`config.mk`:
```
export PLATFORM = sky130hd
export DESIGN_NAME = ppc_parallel_port
export DESIGN_NICKNAME = d
export VERILOG_FILES = /design/src/ppc_pkg.sv /design/src/ppc_parallel_port.sv
export VERILOG_INCLUDE_DIRS = /design/src /design/src/src
export SDC_FILE = /design/constraint.sdc
export NUM_CORES = 1
export LEC_CHECK = 0
export ABC_AREA = 0
export BUFFER_PORTS_ARGS = -buffer_cell sky130_fd_sc_hd__buf_2
export CAP_MARGIN = 20
export CORE_MARGIN = 5
export CORE_UTILIZATION = 45
export CTS_CLUSTER_SIZE = 10
export DETAILED_ROUTE_END_ITERATION = 16
export SYNTH_ARGS = -nofsm -noshare
export SYNTH_HDL_FRONTEND = slang
export SYNTH_SLANG_ARGS = --single-unit
```
`constraint.sdc`:
```
create_clock -name clk -period 3.6 [get_ports clk]
set_input_delay 0.36 -clock clk [delete_from_list [all_inputs] [get_ports clk]]
set_output_delay 0.36 -clock clk [all_outputs]
set_load 0.05 [all_outputs]
```
`src/ppc_defines.svh`:
```
// Purpose: Offsets, field positions and reset values
// Assumes: Word index = byte address / 4
// Notes: Definitions only
`ifndef PPC_DEFINES_SVH
`define PPC_DEFINES_SVH
// Register word indexes
`define PPC_IDX_CTL 6'h00
`define PPC_IDX_MODE 6'h01
`define PPC_IDX_ADDR 6'h02
`define PPC_IDX_PEN 6'h03
`define PPC_IDX_STAT 6'h04
`define PPC_IDX_DATA 6'h05
`define PPC_IDX_OUT2 6'h06
// port_control fields
`define PPC_CTL_EN 15
`define PPC_CTL_CS_FUNC 7:6
`define PPC_CTL_CS2P 4
`define PPC_CTL_CS1P 3
`define PPC_CTL_BE_POL 2
`define PPC_CTL_WR_POL 1
`define PPC_CTL_RD_POL 0
`define PPC_CTL_MASK 16'hbfff
// port_mode_timing fields
`define PPC_MD_BUSY 15
`define PPC_MD_EVT 14:13
`define PPC_MD_STEP 12:11
`define PPC_MD_WIDE 10
`define PPC_MD_MODE 9:8
`define PPC_MD_SETUP 7:6
`define PPC_MD_STRB 5:2
`define PPC_MD_HOLD 1:0
`define PPC_MODE_MASK 16'h7fff
// slave_buffer_status fields
`define PPC_ST_OVF 14
`define PPC_ST_UNF 6
// Codes
`define PPC_STEP_NONE 2'b00
`define PPC_STEP_UP 2'b01
`define PPC_STEP_DOWN 2'b10
`define PPC_STEP_BUF 2'b11
`define PPC_EVT_EACH 2'b01
`define PPC_EVT_LAST 2'b11
`define PPC_CS_BOTH 2'b10
`define PPC_CS_TWO 2'b01
`define PPC_LAST_BUF 2'b11
// Reset values
`define PPC_EMPTY_RST 4'hf
`define PPC_ZERO16 16'h0000
`endif

```
`src/ppc_pkg.sv`:
```
// Purpose: Types of the parallel port control block
// Assumes: Nothing
// Notes: Encodings are fixed binary codes
package ppc_pkg;
  typedef enum logic [1:0] {
    PPC_LEGACY = 2'b00,
    PPC_ADDRESSED = 2'b01,
    PPC_MASTER2 = 2'b10,
    PPC_MASTER1 = 2'b11
  } ppc_mode_e;
  typedef enum logic [1:0] {
    PPC_IDLE = 2'b00,
    PPC_SETUP = 2'b01,
    PPC_STROBE = 2'b10,
    PPC_HOLD = 2'b11
  } ppc_state_e;
endpackage : ppc_pkg

```
`src/ppc_parallel_port.sv`:
```
// Purpose: Control, timing and status of an 8-bit parallel port
// Assumes: Wishbone classic slave; one instruction cycle = one clk
// Notes: Pin inputs are synchronous to clk
// Overview of operation
// - Byte enable pin is active high when its polarity bit is one.
// - Write polarity sets write strobe, or enable strobe in master mode one.
// - Read polarity sets read strobe, or read/write strobe in master mode one.
// - Chip select polarity is ignored while those pins carry address bits.
// - Read-only busy flag is one while a master transfer runs; resets zero.
// - Event mode: none, every cycle, or buffer three; code 10 reserved.
// - Step mode adds or subtracts one from address, bit 14 kept.
// - Step mode 11 advances slave buffer pointers instead of address.
// - Wide option makes one data access run two byte transfers.
// - Mode field selects master one, master two, addressed or legacy slave.
// - Setup phase lasts setup code plus one cycles.
// - Strobe lasts one plus strobe code cycles; zero means one cycle.
// - Hold phase lasts hold code plus one cycles.
// - Setup and hold are skipped when strobe code is zero.
// - Address bit 15 or 14 acts as chip select per function field.
// - In slave modes the address register is the first output buffer.
// - Pin allocation bits hand each address pin to the port.
// - Input full flags set on write, clear on software read; summary.
// - Write to a full input byte sets sticky overflow until cleared.
// - Output empty flags reset one, clear on write, set when sent.
// - Read from an empty output byte sets sticky underflow until cleared.
// - Disable stops transfers and frees pins; enable resets buffer status.
// - Function field: 10 two selects, 01 select two, 00 address.
//
// Our own choices: the address map and the Wishbone slave port.
`timescale 1ns/100ps
`include "ppc_defines.svh"
module ppc_parallel_port (
  // Clock and reset
  input wire logic clk,
  input wire logic nrst,
  // Wishbone slave
  input wire logic wb_cyc_i,
  input wire logic wb_stb_i,
  input wire logic wb_we_i,
  input wire logic [7:0] wb_adr_i,
  input wire logic [3:0] wb_sel_i,
  input wire logic [31:0] wb_dat_i,
  output logic [31:0] wb_dat_o,
  output logic wb_ack_o,
  // Pins sampled from the far side
  input wire logic chipSelectOnePin,
  input wire logic readStrobeIn,
  input wire logic writeStrobeIn,
  input wire logic [1:0] addressIn,
  input wire logic [7:0] dataPinsIn,
  // Pins driven toward the far side
  output logic [15:0] addressPins_q,
  output logic [15:0] pinOwn_q,
  output logic readStrobePin_q,
  output logic writeStrobePin_q,
  output logic strobeOeN_q,
  output logic byteEnablePin_q,
  output logic [7:0] dataPins_q,
  output logic dataOeN_q,
  output logic portEvent_q
);

  ////////////////////////////////////////////////////////////////
  // State
  logic [15:0] ctlQ;
  logic [15:0] modeQ;
  logic [15:0] penQ;
  logic [15:0] mDataQ;
  logic [7:0] outBufQ [4];
  logic [7:0] outBufD [4];
  logic [7:0] inBufQ [4];
  logic [7:0] inBufD [4];
  logic [3:0] inFullQ;
  logic [3:0] inFullD;
  logic [3:0] outEmptyQ;
  logic [3:0] outEmptyD;
  logic ovfQ;
  logic unfQ;
  ppc_pkg::ppc_state_e stateQ;
  ppc_pkg::ppc_state_e stateD;
  logic [3:0] cntQ;
  logic [3:0] cntD;
  logic busyQ;
  logic busyD;
  logic dirReadQ;
  logic byteSelQ;
  logic byteSelD;
  logic [1:0] wrPtrQ;
  logic [1:0] rdPtrQ;
  logic wrLvlQ;
  logic rdLvlQ;
  logic enPrevQ;

  function automatic logic [15:0] ppcMerge(input logic [15:0] old, input logic [31:0] dat,
                                          input logic [3:0] sel);
    ppcMerge = {sel[1] ? dat[15:8] : old[15:8], sel[0] ? dat[7:0] : old[7:0]};
  endfunction : ppcMerge

  ////////////////////////////////////////////////////////////////
  // Bus decode
  logic busAcc;
  logic busWr;
  logic busRd;
  logic [5:0] regIdx;
  logic wrCtl;
  logic wrMode;
  logic wrAddr;
  logic wrPen;
  logic wrStat;
  logic wrOut2;
  logic dataAcc;
  assign busAcc = wb_cyc_i & wb_stb_i & ~wb_ack_o;
  assign busWr = busAcc & wb_we_i;
  assign busRd = busAcc & ~wb_we_i;
  assign regIdx = wb_adr_i[7:2];
  assign wrCtl = busWr & (regIdx == `PPC_IDX_CTL);
  assign wrMode = busWr & (regIdx == `PPC_IDX_MODE);
  assign wrAddr = busWr & (regIdx == `PPC_IDX_ADDR);
  assign wrPen = busWr & (regIdx == `PPC_IDX_PEN);
  assign wrStat = busWr & (regIdx == `PPC_IDX_STAT);
  assign wrOut2 = busWr & (regIdx == `PPC_IDX_OUT2);
  assign dataAcc = busAcc & (regIdx == `PPC_IDX_DATA);

  ////////////////////////////////////////////////////////////////
  // Configuration fields
  logic enabled;
  logic enRise;
  ppc_pkg::ppc_mode_e mode;
  logic isMaster;
  logic isSlave;
  logic addressed;
  logic buffered;
  logic wide;
  logic [1:0] stepMd;
  logic [1:0] evMd;
  logic [1:0] setup_wait;
  logic [3:0] strobe_wait;
  logic [1:0] hold_wait;
  logic [1:0] csFn;
  assign enabled = ctlQ[`PPC_CTL_EN];
  assign enRise = enabled & ~enPrevQ;
  assign mode = ppc_pkg::ppc_mode_e'(modeQ[`PPC_MD_MODE]);
  assign isMaster = (mode == ppc_pkg::PPC_MASTER1) | (mode == ppc_pkg::PPC_MASTER2);
  assign isSlave = enabled & ~isMaster;
  assign addressed = (mode == ppc_pkg::PPC_ADDRESSED);
  assign stepMd = modeQ[`PPC_MD_STEP];
  assign buffered = (stepMd == `PPC_STEP_BUF);
  assign evMd = modeQ[`PPC_MD_EVT];
  assign wide = modeQ[`PPC_MD_WIDE];
  assign setup_wait = modeQ[`PPC_MD_SETUP];
  assign strobe_wait = modeQ[`PPC_MD_STRB];
  assign hold_wait = modeQ[`PPC_MD_HOLD];
  assign csFn = ctlQ[`PPC_CTL_CS_FUNC];

  always_ff @(posedge clk or negedge nrst) begin
    if (!nrst) begin
      ctlQ <= `PPC_ZERO16;
      modeQ <= `PPC_ZERO16;
      penQ <= `PPC_ZERO16;
      enPrevQ <= 1'b0;
    end else begin
      ctlQ <= wrCtl ? (ppcMerge(ctlQ, wb_dat_i, wb_sel_i) & `PPC_CTL_MASK) : ctlQ;
      modeQ <= wrMode ? (ppcMerge(modeQ, wb_dat_i, wb_sel_i) & `PPC_MODE_MASK) : modeQ;
      penQ <= wrPen ? ppcMerge(penQ, wb_dat_i, wb_sel_i) : penQ;
      enPrevQ <= enabled;
    end
  end

  ////////////////////////////////////////////////////////////////
  // Slave strobes and buffer indexes
  logic csAct;
  logic wrLvl;
  logic rdLvl;
  logic wrEv;
  logic rdEv;
  logic [1:0] wrIdx;
  logic [1:0] rdIdx;
  logic ovfSet;
  logic unfSet;
  assign csAct = (chipSelectOnePin == ctlQ[`PPC_CTL_CS1P]);
  assign wrLvl = isSlave & csAct & (writeStrobeIn == ctlQ[`PPC_CTL_WR_POL]);
  assign rdLvl = isSlave & csAct & (readStrobeIn == ctlQ[`PPC_CTL_RD_POL]);
  assign wrEv = wrLvl & ~wrLvlQ;
  assign rdEv = rdLvl & ~rdLvlQ;
  assign wrIdx = addressed ? addressIn : (buffered ? wrPtrQ : 2'b00);
  assign rdIdx = addressed ? addressIn : (buffered ? rdPtrQ : 2'b00);
  // Stale flags are being reset on enable, so no sticky event then
  assign ovfSet = wrEv & inFullQ[wrIdx] & ~enRise;
  assign unfSet = rdEv & outEmptyQ[rdIdx] & ~enRise;

  always_ff @(posedge clk or negedge nrst) begin
    if (!nrst) begin
      wrLvlQ <= 1'b0;
      rdLvlQ <= 1'b0;
      wrPtrQ <= 2'b00;
      rdPtrQ <= 2'b00;
    end else begin
      wrLvlQ <= wrLvl;
      rdLvlQ <= rdLvl;
      if (enRise) begin
        wrPtrQ <= 2'b00;
        rdPtrQ <= 2'b00;
      end else begin
        wrPtrQ <= wrPtrQ + {1'b0, wrEv & buffered & ~addressed};
        rdPtrQ <= rdPtrQ + {1'b0, rdEv & buffered & ~addressed};
      end
    end
  end

  ////////////////////////////////////////////////////////////////
  // Master transfer sequencer
  logic launch;
  logic strobeEnd;
  logic byteDone;
  logic lastByte;
  logic stepNow;
  logic [15:0] curAddr;
  logic [14:0] lowPart;
  logic [14:0] lowNext;
  logic [31:0] stepAddr;
  ppc_pkg::ppc_state_e firstState;
  logic [3:0] firstCnt;
  assign launch = dataAcc & isMaster & enabled & ~busyQ;
  assign strobeEnd = busyQ & (stateQ == ppc_pkg::PPC_STROBE) & (cntQ == 4'h0);
  assign byteDone = busyQ & (cntQ == 4'h0) & (((stateQ == ppc_pkg::PPC_STROBE) & (strobe_wait == 4'h0))
                    | (stateQ == ppc_pkg::PPC_HOLD));
  assign lastByte = ~wide | byteSelQ;
  assign firstState = (strobe_wait == 4'h0) ? ppc_pkg::PPC_STROBE : ppc_pkg::PPC_SETUP;
  assign firstCnt = (strobe_wait == 4'h0) ? 4'h0 : {2'b00, setup_wait};
  assign curAddr = {outBufQ[1], outBufQ[0]};
  assign lowPart = {curAddr[15], curAddr[13:0]};
  assign lowNext = (stepMd == `PPC_STEP_DOWN) ? lowPart - 15'h0001 : lowPart + 15'h0001;
  assign stepAddr = {`PPC_ZERO16, lowNext[14], curAddr[14], lowNext[13:0]};
  assign stepNow = enabled & byteDone & ((stepMd == `PPC_STEP_UP) | (stepMd == `PPC_STEP_DOWN));

  always_comb begin
    stateD = stateQ;
    cntD = cntQ - 4'h1;
    busyD = busyQ;
    byteSelD = byteSelQ;
    unique case (stateQ)
      ppc_pkg::PPC_IDLE: begin
        cntD = cntQ;
        if (launch) begin
          stateD = firstState;
          cntD = firstCnt;
          busyD = 1'b1;
          byteSelD = 1'b0;
        end
      end
      ppc_pkg::PPC_SETUP: begin
        if (cntQ == 4'h0) begin
          stateD = ppc_pkg::PPC_STROBE;
          cntD = strobe_wait;
        end
      end
      ppc_pkg::PPC_STROBE: begin
        if (cntQ == 4'h0 && strobe_wait != 4'h0) begin
          stateD = ppc_pkg::PPC_HOLD;
          cntD = {2'b00, hold_wait};
        end
      end
      ppc_pkg::PPC_HOLD: begin
      end
    endcase
    if (byteDone) begin
      if (lastByte) begin
        stateD = ppc_pkg::PPC_IDLE;
        cntD = 4'h0;
        busyD = 1'b0;
      end else begin
        stateD = firstState;
        cntD = firstCnt;
        byteSelD = 1'b1;
      end
    end
    if (!enabled) begin
      stateD = ppc_pkg::PPC_IDLE;
      cntD = 4'h0;
      busyD = 1'b0;
      byteSelD = 1'b0;
    end
  end

  always_ff @(posedge clk or negedge nrst) begin
    if (!nrst) begin
      stateQ <= ppc_pkg::PPC_IDLE;
      cntQ <= 4'h0;
      busyQ <= 1'b0;
      byteSelQ <= 1'b0;
      dirReadQ <= 1'b0;
      mDataQ <= `PPC_ZERO16;
    end else begin
      stateQ <= stateD;
      cntQ <= cntD;
      busyQ <= busyD;
      byteSelQ <= byteSelD;
      dirReadQ <= launch ? ~wb_we_i : dirReadQ;
      if (launch && wb_we_i) begin
        mDataQ <= ppcMerge(mDataQ, wb_dat_i, wb_sel_i);
      end else if (strobeEnd && dirReadQ) begin
        mDataQ[byteSelQ*8 +: 8] <= dataPinsIn;
      end
    end
  end

  ////////////////////////////////////////////////////////////////
  // Slave buffers, one slice per byte
  logic [3:0] inHit;
  logic [3:0] inClr;
  logic [3:0] outHit;
  logic [3:0] outSwWr;
  genvar gi;
  generate
    for (gi = 0; gi < 4; gi++) begin : gBuf
      localparam int L = gi % 2;
      logic swByte;
      assign swByte = ((gi < 2) ? wrAddr : wrOut2) & wb_sel_i[L];
      assign inHit[gi] = wrEv & (wrIdx == 2'(gi));
      assign inClr[gi] = dataAcc & ~wb_we_i & ~isMaster & wb_sel_i[gi];
      assign outHit[gi] = rdEv & (rdIdx == 2'(gi));
      assign outSwWr[gi] = swByte & ~isMaster;
      assign inFullD[gi] = inHit[gi] | (inFullQ[gi] & ~inClr[gi]);
      assign outEmptyD[gi] = outHit[gi] | (outEmptyQ[gi] & ~outSwWr[gi]);
      assign inBufD[gi] = (inHit[gi] & ~inFullQ[gi]) ? dataPinsIn : inBufQ[gi];
      assign outBufD[gi] = swByte ? wb_dat_i[L*8 +: 8]
                           : ((gi < 2 && stepNow) ? stepAddr[gi*8 +: 8] : outBufQ[gi]);
    end
  endgenerate

  always_ff @(posedge clk or negedge nrst) begin
    if (!nrst) begin
      inFullQ <= 4'h0;
      outEmptyQ <= `PPC_EMPTY_RST;
      ovfQ <= 1'b0;
      unfQ <= 1'b0;
      inBufQ <= '{default: 8'h00};
      outBufQ <= '{default: 8'h00};
    end else begin
      inBufQ <= inBufD;
      outBufQ <= outBufD;
      if (enRise) begin
        inFullQ <= 4'h0;
        outEmptyQ <= `PPC_EMPTY_RST;
        ovfQ <= 1'b0;
        unfQ <= 1'b0;
      end else begin
        inFullQ <= inFullD;
        outEmptyQ <= outEmptyD;
        ovfQ <= ovfSet | (ovfQ & ~(wrStat & wb_sel_i[1] & ~wb_dat_i[`PPC_ST_OVF]));
        unfQ <= unfSet | (unfQ & ~(wrStat & wb_sel_i[0] & ~wb_dat_i[`PPC_ST_UNF]));
      end
    end
  end

  ////////////////////////////////////////////////////////////////
  // Read mux and bus answer
  logic [15:0] statWord;
  logic [31:0] rdMux;
  assign statWord = {&inFullQ, ovfQ, 2'b00, inFullQ, &outEmptyQ, unfQ, 2'b00, outEmptyQ};
  assign rdMux = (regIdx == `PPC_IDX_CTL) ? {`PPC_ZERO16, ctlQ}
               : (regIdx == `PPC_IDX_MODE) ? {`PPC_ZERO16, busyQ, modeQ[14:0]}
               : (regIdx == `PPC_IDX_ADDR) ? {`PPC_ZERO16, curAddr}
               : (regIdx == `PPC_IDX_PEN) ? {`PPC_ZERO16, penQ}
               : (regIdx == `PPC_IDX_STAT) ? {`PPC_ZERO16, statWord}
               : (regIdx == `PPC_IDX_OUT2) ? {`PPC_ZERO16, outBufQ[3], outBufQ[2]}
               : (regIdx != `PPC_IDX_DATA) ? 32'h0000_0000
               : isMaster ? {`PPC_ZERO16, mDataQ}
               : {inBufQ[3], inBufQ[2], inBufQ[1], inBufQ[0]};

  always_ff @(posedge clk or negedge nrst) begin
    if (!nrst) begin
      wb_ack_o <= 1'b0;
      wb_dat_o <= 32'h0000_0000;
    end else begin
      wb_ack_o <= busAcc;
      wb_dat_o <= busRd ? rdMux : wb_dat_o;
    end
  end

  ////////////////////////////////////////////////////////////////
  // Pin drive
  logic rdAct;
  logic wrAct;
  logic inStrobe;
  logic pin15;
  logic pin14;
  logic evEach;
  logic evLast;
  assign inStrobe = busyQ & (stateQ == ppc_pkg::PPC_STROBE);
  assign rdAct = (mode == ppc_pkg::PPC_MASTER1) ? (busyQ & dirReadQ) : (inStrobe & dirReadQ);
  assign wrAct = (mode == ppc_pkg::PPC_MASTER1) ? inStrobe : (inStrobe & ~dirReadQ);
  assign pin15 = ((csFn == `PPC_CS_BOTH) | (csFn == `PPC_CS_TWO))
                 ? (curAddr[15] ~^ ctlQ[`PPC_CTL_CS2P]) : curAddr[15];
  assign pin14 = (csFn == `PPC_CS_BOTH)
                 ? (curAddr[14] ~^ ctlQ[`PPC_CTL_CS1P]) : curAddr[14];
  assign evEach = (evMd == `PPC_EVT_EACH) & ((byteDone & lastByte) | wrEv | rdEv);
  assign evLast = (evMd == `PPC_EVT_LAST) & (buffered | addressed)
                  & ((wrEv & (wrIdx == `PPC_LAST_BUF)) | (rdEv & (rdIdx == `PPC_LAST_BUF)));

  always_ff @(posedge clk or negedge nrst) begin
    if (!nrst) begin
      addressPins_q <= `PPC_ZERO16;
      pinOwn_q <= `PPC_ZERO16;
      readStrobePin_q <= 1'b0;
      writeStrobePin_q <= 1'b0;
      strobeOeN_q <= 1'b1;
      byteEnablePin_q <= 1'b0;
      dataPins_q <= 8'h00;
      dataOeN_q <= 1'b1;
      portEvent_q <= 1'b0;
    end else begin
      addressPins_q <= {pin15, pin14, curAddr[13:0]};
      pinOwn_q <= enabled ? penQ : `PPC_ZERO16;
      readStrobePin_q <= rdAct ~^ ctlQ[`PPC_CTL_RD_POL];
      writeStrobePin_q <= wrAct ~^ ctlQ[`PPC_CTL_WR_POL];
      strobeOeN_q <= ~(enabled & isMaster);
      byteEnablePin_q <= (busyQ & wide) ~^ ctlQ[`PPC_CTL_BE_POL];
      dataPins_q <= rdEv ? outBufQ[rdIdx] : ((busyQ & ~dirReadQ) ? mDataQ[byteSelQ*8 +: 8] : dataPins_q);
      dataOeN_q <= ~((busyQ & ~dirReadQ) | rdLvl);
      portEvent_q <= evEach | evLast;
    end
  end
endmodule : ppc_parallel_port

```
==> out/qor_table.md <==
| Group | Metric | Value |
|:---|:---|:---|
| global routing | Global routing usage summed across all routing layers | 0.248 |
| drt | Highest signal layer in the routed design | met4 |
| logic synthesis | Mean instance size in the synthesized netlist | 10.2 µm² |
| drt | Post-Route M1 WL | 16100 µm |
| critical path | Worst reg2reg startpoint | modeQ[11]$_DFFE_PN0P_ |
| logic synthesis | Largest cells by area after synthesis | sky130_fd_sc_hd__dfrtp_1 48%, sky130_fd_sc_hd__mux2_2 8.7%, sky130_fd_sc_hd__nand2_1 4.2%, sky130_fd_sc_hd__a21oi_1 3.8%, sky130_fd_sc_hd__nor2_1 2.9% |
| power | Sequential fraction of design power | 0.464 |
| place | Post-Place Cell Area | 0.0127 mm² |
| logic synthesis | Cell taking the most area after synthesis | sky130_fd_sc_hd__dfrtp_1 |
| cts | H-Tree Depth | 1 |
| cts | CTS Buf Count | 28 |
| critical path | Class of the most critical setup path | reg2reg |
| cells and area | Area Overhead vs Synth | 15.6% |
| status | Result of the run | finished clean |
| timing | Setup repair after global routing missed its margin | false |
| timing | Remaining max-slew budget at the tightest pin | 0.314 |
| cts | Maximum root-to-sink buffer count | 3 |
| logic synthesis | Seq cells post-synth | 231 |
| floorplanning | Floorplan die width | 171 µm |
| power | Portion of total power attributed to the clock network | 0.437 |
| floorplanning | DIE AREA | 0.0294 mm² |
| floorplanning | FP Rows | 59 |
| floorplanning | Overall die height | 171 µm |
| power | VDD IR-drop max | 327 µV |
| global routing | Wire length of the first global-routing pass | 56200 µm |
| cells and area | Fraction of final layout cells sized beyond drive strength 1 | 0.248 |
| critical path | Maximum fanout encountered on the critical timing path | 30 |
| floorplanning | Initial cell density of the core | 0.453 |
| logic synthesis | Synthesis Warnings | 0 |
| min path | Depth of the worst hold-timing path | 4 |
| critical path | Crit path arrival time | 3.15 ns |
| global routing | Antenna violations before repair | 0 |
| timing | Tightest Pin Transition | 1.03 ns |
| drt | Count of nets left with antenna violations after detail routing | 0 |
| drt | Final routed wire length divided by cell count | 22.5 µm |
| min path | Hold path startpoint | wb_sel_i[3] |
| timing | Post-route clock period utilization | 0.758 |
| power | Reported net switching power | 0.00154 W |
| global routing | Via count of the first global-routing pass | 9301 |
| place | Routability congestion estimate | 0.936 |
| logic synthesis | Async set-or-reset flop fraction in the synthesized netlist | 1.00 |
| cells and area | Net count of the finished layout | 1339 |
| cells and area | Inserted Diodes | 0 |
| timing | Fin crit period | 2.73 ns |
| floorplanning | Number of top-level pins | 141 |
| global routing | Pin count of the biggest net entering global routing | 110 |
| job | Number of max-cap violations | 0 |
| place | Port bufs | 122 |
| timing | Final hold violation count | 0 |
| critical path | Register-to-register setup slack | 0.87 ns |
| place | HPWL Detailed | 25800 µm |
| logic synthesis | Post-synthesis instance area | 0.0117 mm² |
| global routing | Total overflow reported by the global router | 0 |
| power | Power density cells | 441 mW/mm² |
| timing | Maximum achievable frequency | 367 MHz |
| drt | Residual DRC count | 0 |
| critical path | Critical Path Start Type | flop |
| cts | Clock insertion delay at the later pin of the skew report | 0.54 ns |
| drt | Number of vias per cell | 5.87 |
| timing | Count of final setup violators | 0 |
| timing | Slew Limit Fails | 0 |
| logic synthesis | Netlist cell types | 82 |
| cells and area | Finished layout cell area | 0.0135 mm² |
| critical path | Sort of element at the end of the critical path | flop |
| critical path | RR Endpoint | curAddr[15]$_DFFE_PN0P_ |
| timing | Final sum of negative setup slack | 0 ns |
| logic synthesis | Dominant synthesized flop cell | sky130_fd_sc_hd__dfrtp_1 |
| drt | Routed vias | 9461 |
| timing | Post-route clock skew | 0.0111 ns |
| floorplanning | Core Region | 0.0258 mm² |
| cts | Clock Tree Root | sky130_fd_sc_hd__clkbuf_16 |
| drt | Routed WL | 36200 µm |
| min path | Worst min path class | in2reg |
| drt | Routed length on met2 | 16400 µm |
| critical path | Reg2Reg Depth | 10 |
| power | Static leakage | 6.07 nW |
| cts | Post-CTS clock slew at the launch and capture registers of the worst setup and hold paths | 0.06 ns |
| logic synthesis | Number of instances in the synthesized netlist | 1148 |
| min path | Worst hold path endpoint | inFullQ[3]$_DFF_PN0_ |
| critical path | Worst Path Required | 4.02 ns |
| logic synthesis | Net count after synthesis | 1224 |
| logic synthesis | Proportion of netlist area held by the largest area contributor | 0.481 |
| logic synthesis | Most frequent cells after synthesis | 225 x sky130_fd_sc_hd__dfrtp_1, 131 x sky130_fd_sc_hd__nand2_1, 91 x sky130_fd_sc_hd__mux2_2 |
| logic synthesis | Sequential-to-total area share from yosys stat | 0.494 |
| power | Switching power as a share of total power | 0.259 |
| drt | DR WL met3 | 2340 µm |
| logic synthesis | Most common cell in the netlist | sky130_fd_sc_hd__dfrtp_1 |
| power | Combinational share of power | 0.099 |
| drt | Number of DRC markers after the initial detailed-route iteration | 783 |
| power | Total internal power | 0.00442 W |
| drt | Count of TritonRoute iterations in the first routing pass | 7 |
| logic synthesis | Number of synthesized flops with an enable pin | 0 |
| cts | Number of clock sinks | 231 |
| cts | TritonCTS clock tree | built |
==> cells by family after synthesis <==
group	after synthesis	synth area share
AND/OR/NAND/NOR	377	0.162
AO/OA/AOI/OAI	275	0.149
flip-flops	231	0.494
multiplexers	132	0.126
buffers and inverters	91	0.0340
XOR/XNOR	28	0.0209
adder cells (fa/ha/maj)	14	0.0150
==> power groups by stage <==
stage | registers (W) | clock network (W) | logic (W)
floorplan | 0.00290 | 0 | 0.000246
global placement | 0.00281 | 0 | 0.000585
detailed placement | 0.00281 | 0 | 0.000590
CTS | 0.00277 | 0.00265 | 0.000594
global route | 0.00278 | 0.00277 | 0.000644
finish | 0.00277 | 0.00261 | 0.000591
==> registers in the layout (all words and copies together), names as in the netlist, 4 cells and up <==
name and cells:
addressPins_q 16, cntQ 4, ctlQ 15, curAddr 16
dataPins_q 8, inBufQ 32, inFullQ 4, mDataQ 16
modeQ 15, outBufQ 16, outEmptyQ 4, penQ 16
pinOwn_q 16, wb_dat_o 32
==> worst max-delay path, cell delays in order, from the launching register on <==
cell and delay, ns:
sky130_fd_sc_hd__dfrtp_1 0.42, sky130_fd_sc_hd__inv_1 0.10, sky130_fd_sc_hd__ha_1 0.24, sky130_fd_sc_hd__buf_4 0.29, sky130_fd_sc_hd__or4b_1 0.45, sky130_fd_sc_hd__mux2i_1 0.22
sky130_fd_sc_hd__o2111ai_1 0.16, sky130_fd_sc_hd__mux2i_1 0.24, sky130_fd_sc_hd__nor2_1 0.09, sky130_fd_sc_hd__xor2_1 0.14, sky130_fd_sc_hd__mux2_2 0.26
==> area by class of cell <==
cell class	instances	area [µm²]
fill	2426	12300
multi-input combinational	826	5540
sequential	231	5790
clock buffer	43	828
timing repair buffer	156	891
clock inverter	1	5.00
tap	335	419
inverter	20	75.1
==> metal layers <==
metal / up-vias / track usage
li1: 4333 / -
met1: 4681 / 0.359
met2: 362 / 0.383
met3: 85 / 0.0352
met4: 0 / 0.0892
met5: - / 0
==> worst max-delay path by stage <==
stage,from,end,depth (start not counted)
floorplan,modeQ[11]$_DFFE_PN0P_,curAddr[15]$_DFFE_PN0P_,15
global placement,modeQ[11]$_DFFE_PN0P_,curAddr[15]$_DFFE_PN0P_,10
detailed placement,wb_adr_i[3],mDataQ[8]$_DFFE_PN0P_,9
CTS,modeQ[11]$_DFFE_PN0P_,curAddr[15]$_DFFE_PN0P_,10
global route,modeQ[11]$_DFFE_PN0P_,curAddr[9]$_DFFE_PN0P_,10
finish,modeQ[11]$_DFFE_PN0P_,curAddr[15]$_DFFE_PN0P_,10
==> cells in the final DEF, fill, tap and decap left out, drive strengths merged, types with 22 or more instances in the layout <==
| cell | synthesis | final |
|---|---|---|
| nand2 | 134 | 134 |
| o21ai | 69 | 69 |
| mux2 | 100 | 100 |
| nor2 | 93 | 93 |
| mux2i | 30 | 30 |
| buf | 32 | 155 |
| nand3 | 39 | 39 |
| clkbuf | 39 | 43 |
| dfrtp | 225 | 225 |
| a21oi | 90 | 90 |
| a22o | 22 | 22 |
==> stage by stage <==
stage	std cells	setup slack [ns]	hold slack (ns)	util	total power (W)
2_1_floorplan	1148	0.569	0.0644	-	0.00315
3_3_place_gp	1567	0.887	0.466	0.492	0.00339
3_5_place_dp	1567	0.886	0.474	0.492	0.00340
4_1_cts	1612	0.885	0.0854	0.524	0.00601
5_1_grt	1612	0.701	0.111	0.524	0.00619
6_report	1612	0.872	0.104	0.524	0.00597
==> repair_timing <==
item / in CTS / in global routing
resized for setup: 0 / 0
hold buffers: 1 / 0
endpoints found under the hold margin: 101 / 0
buffers inserted: 0 / 0
(Power assumes the default switching activity.)
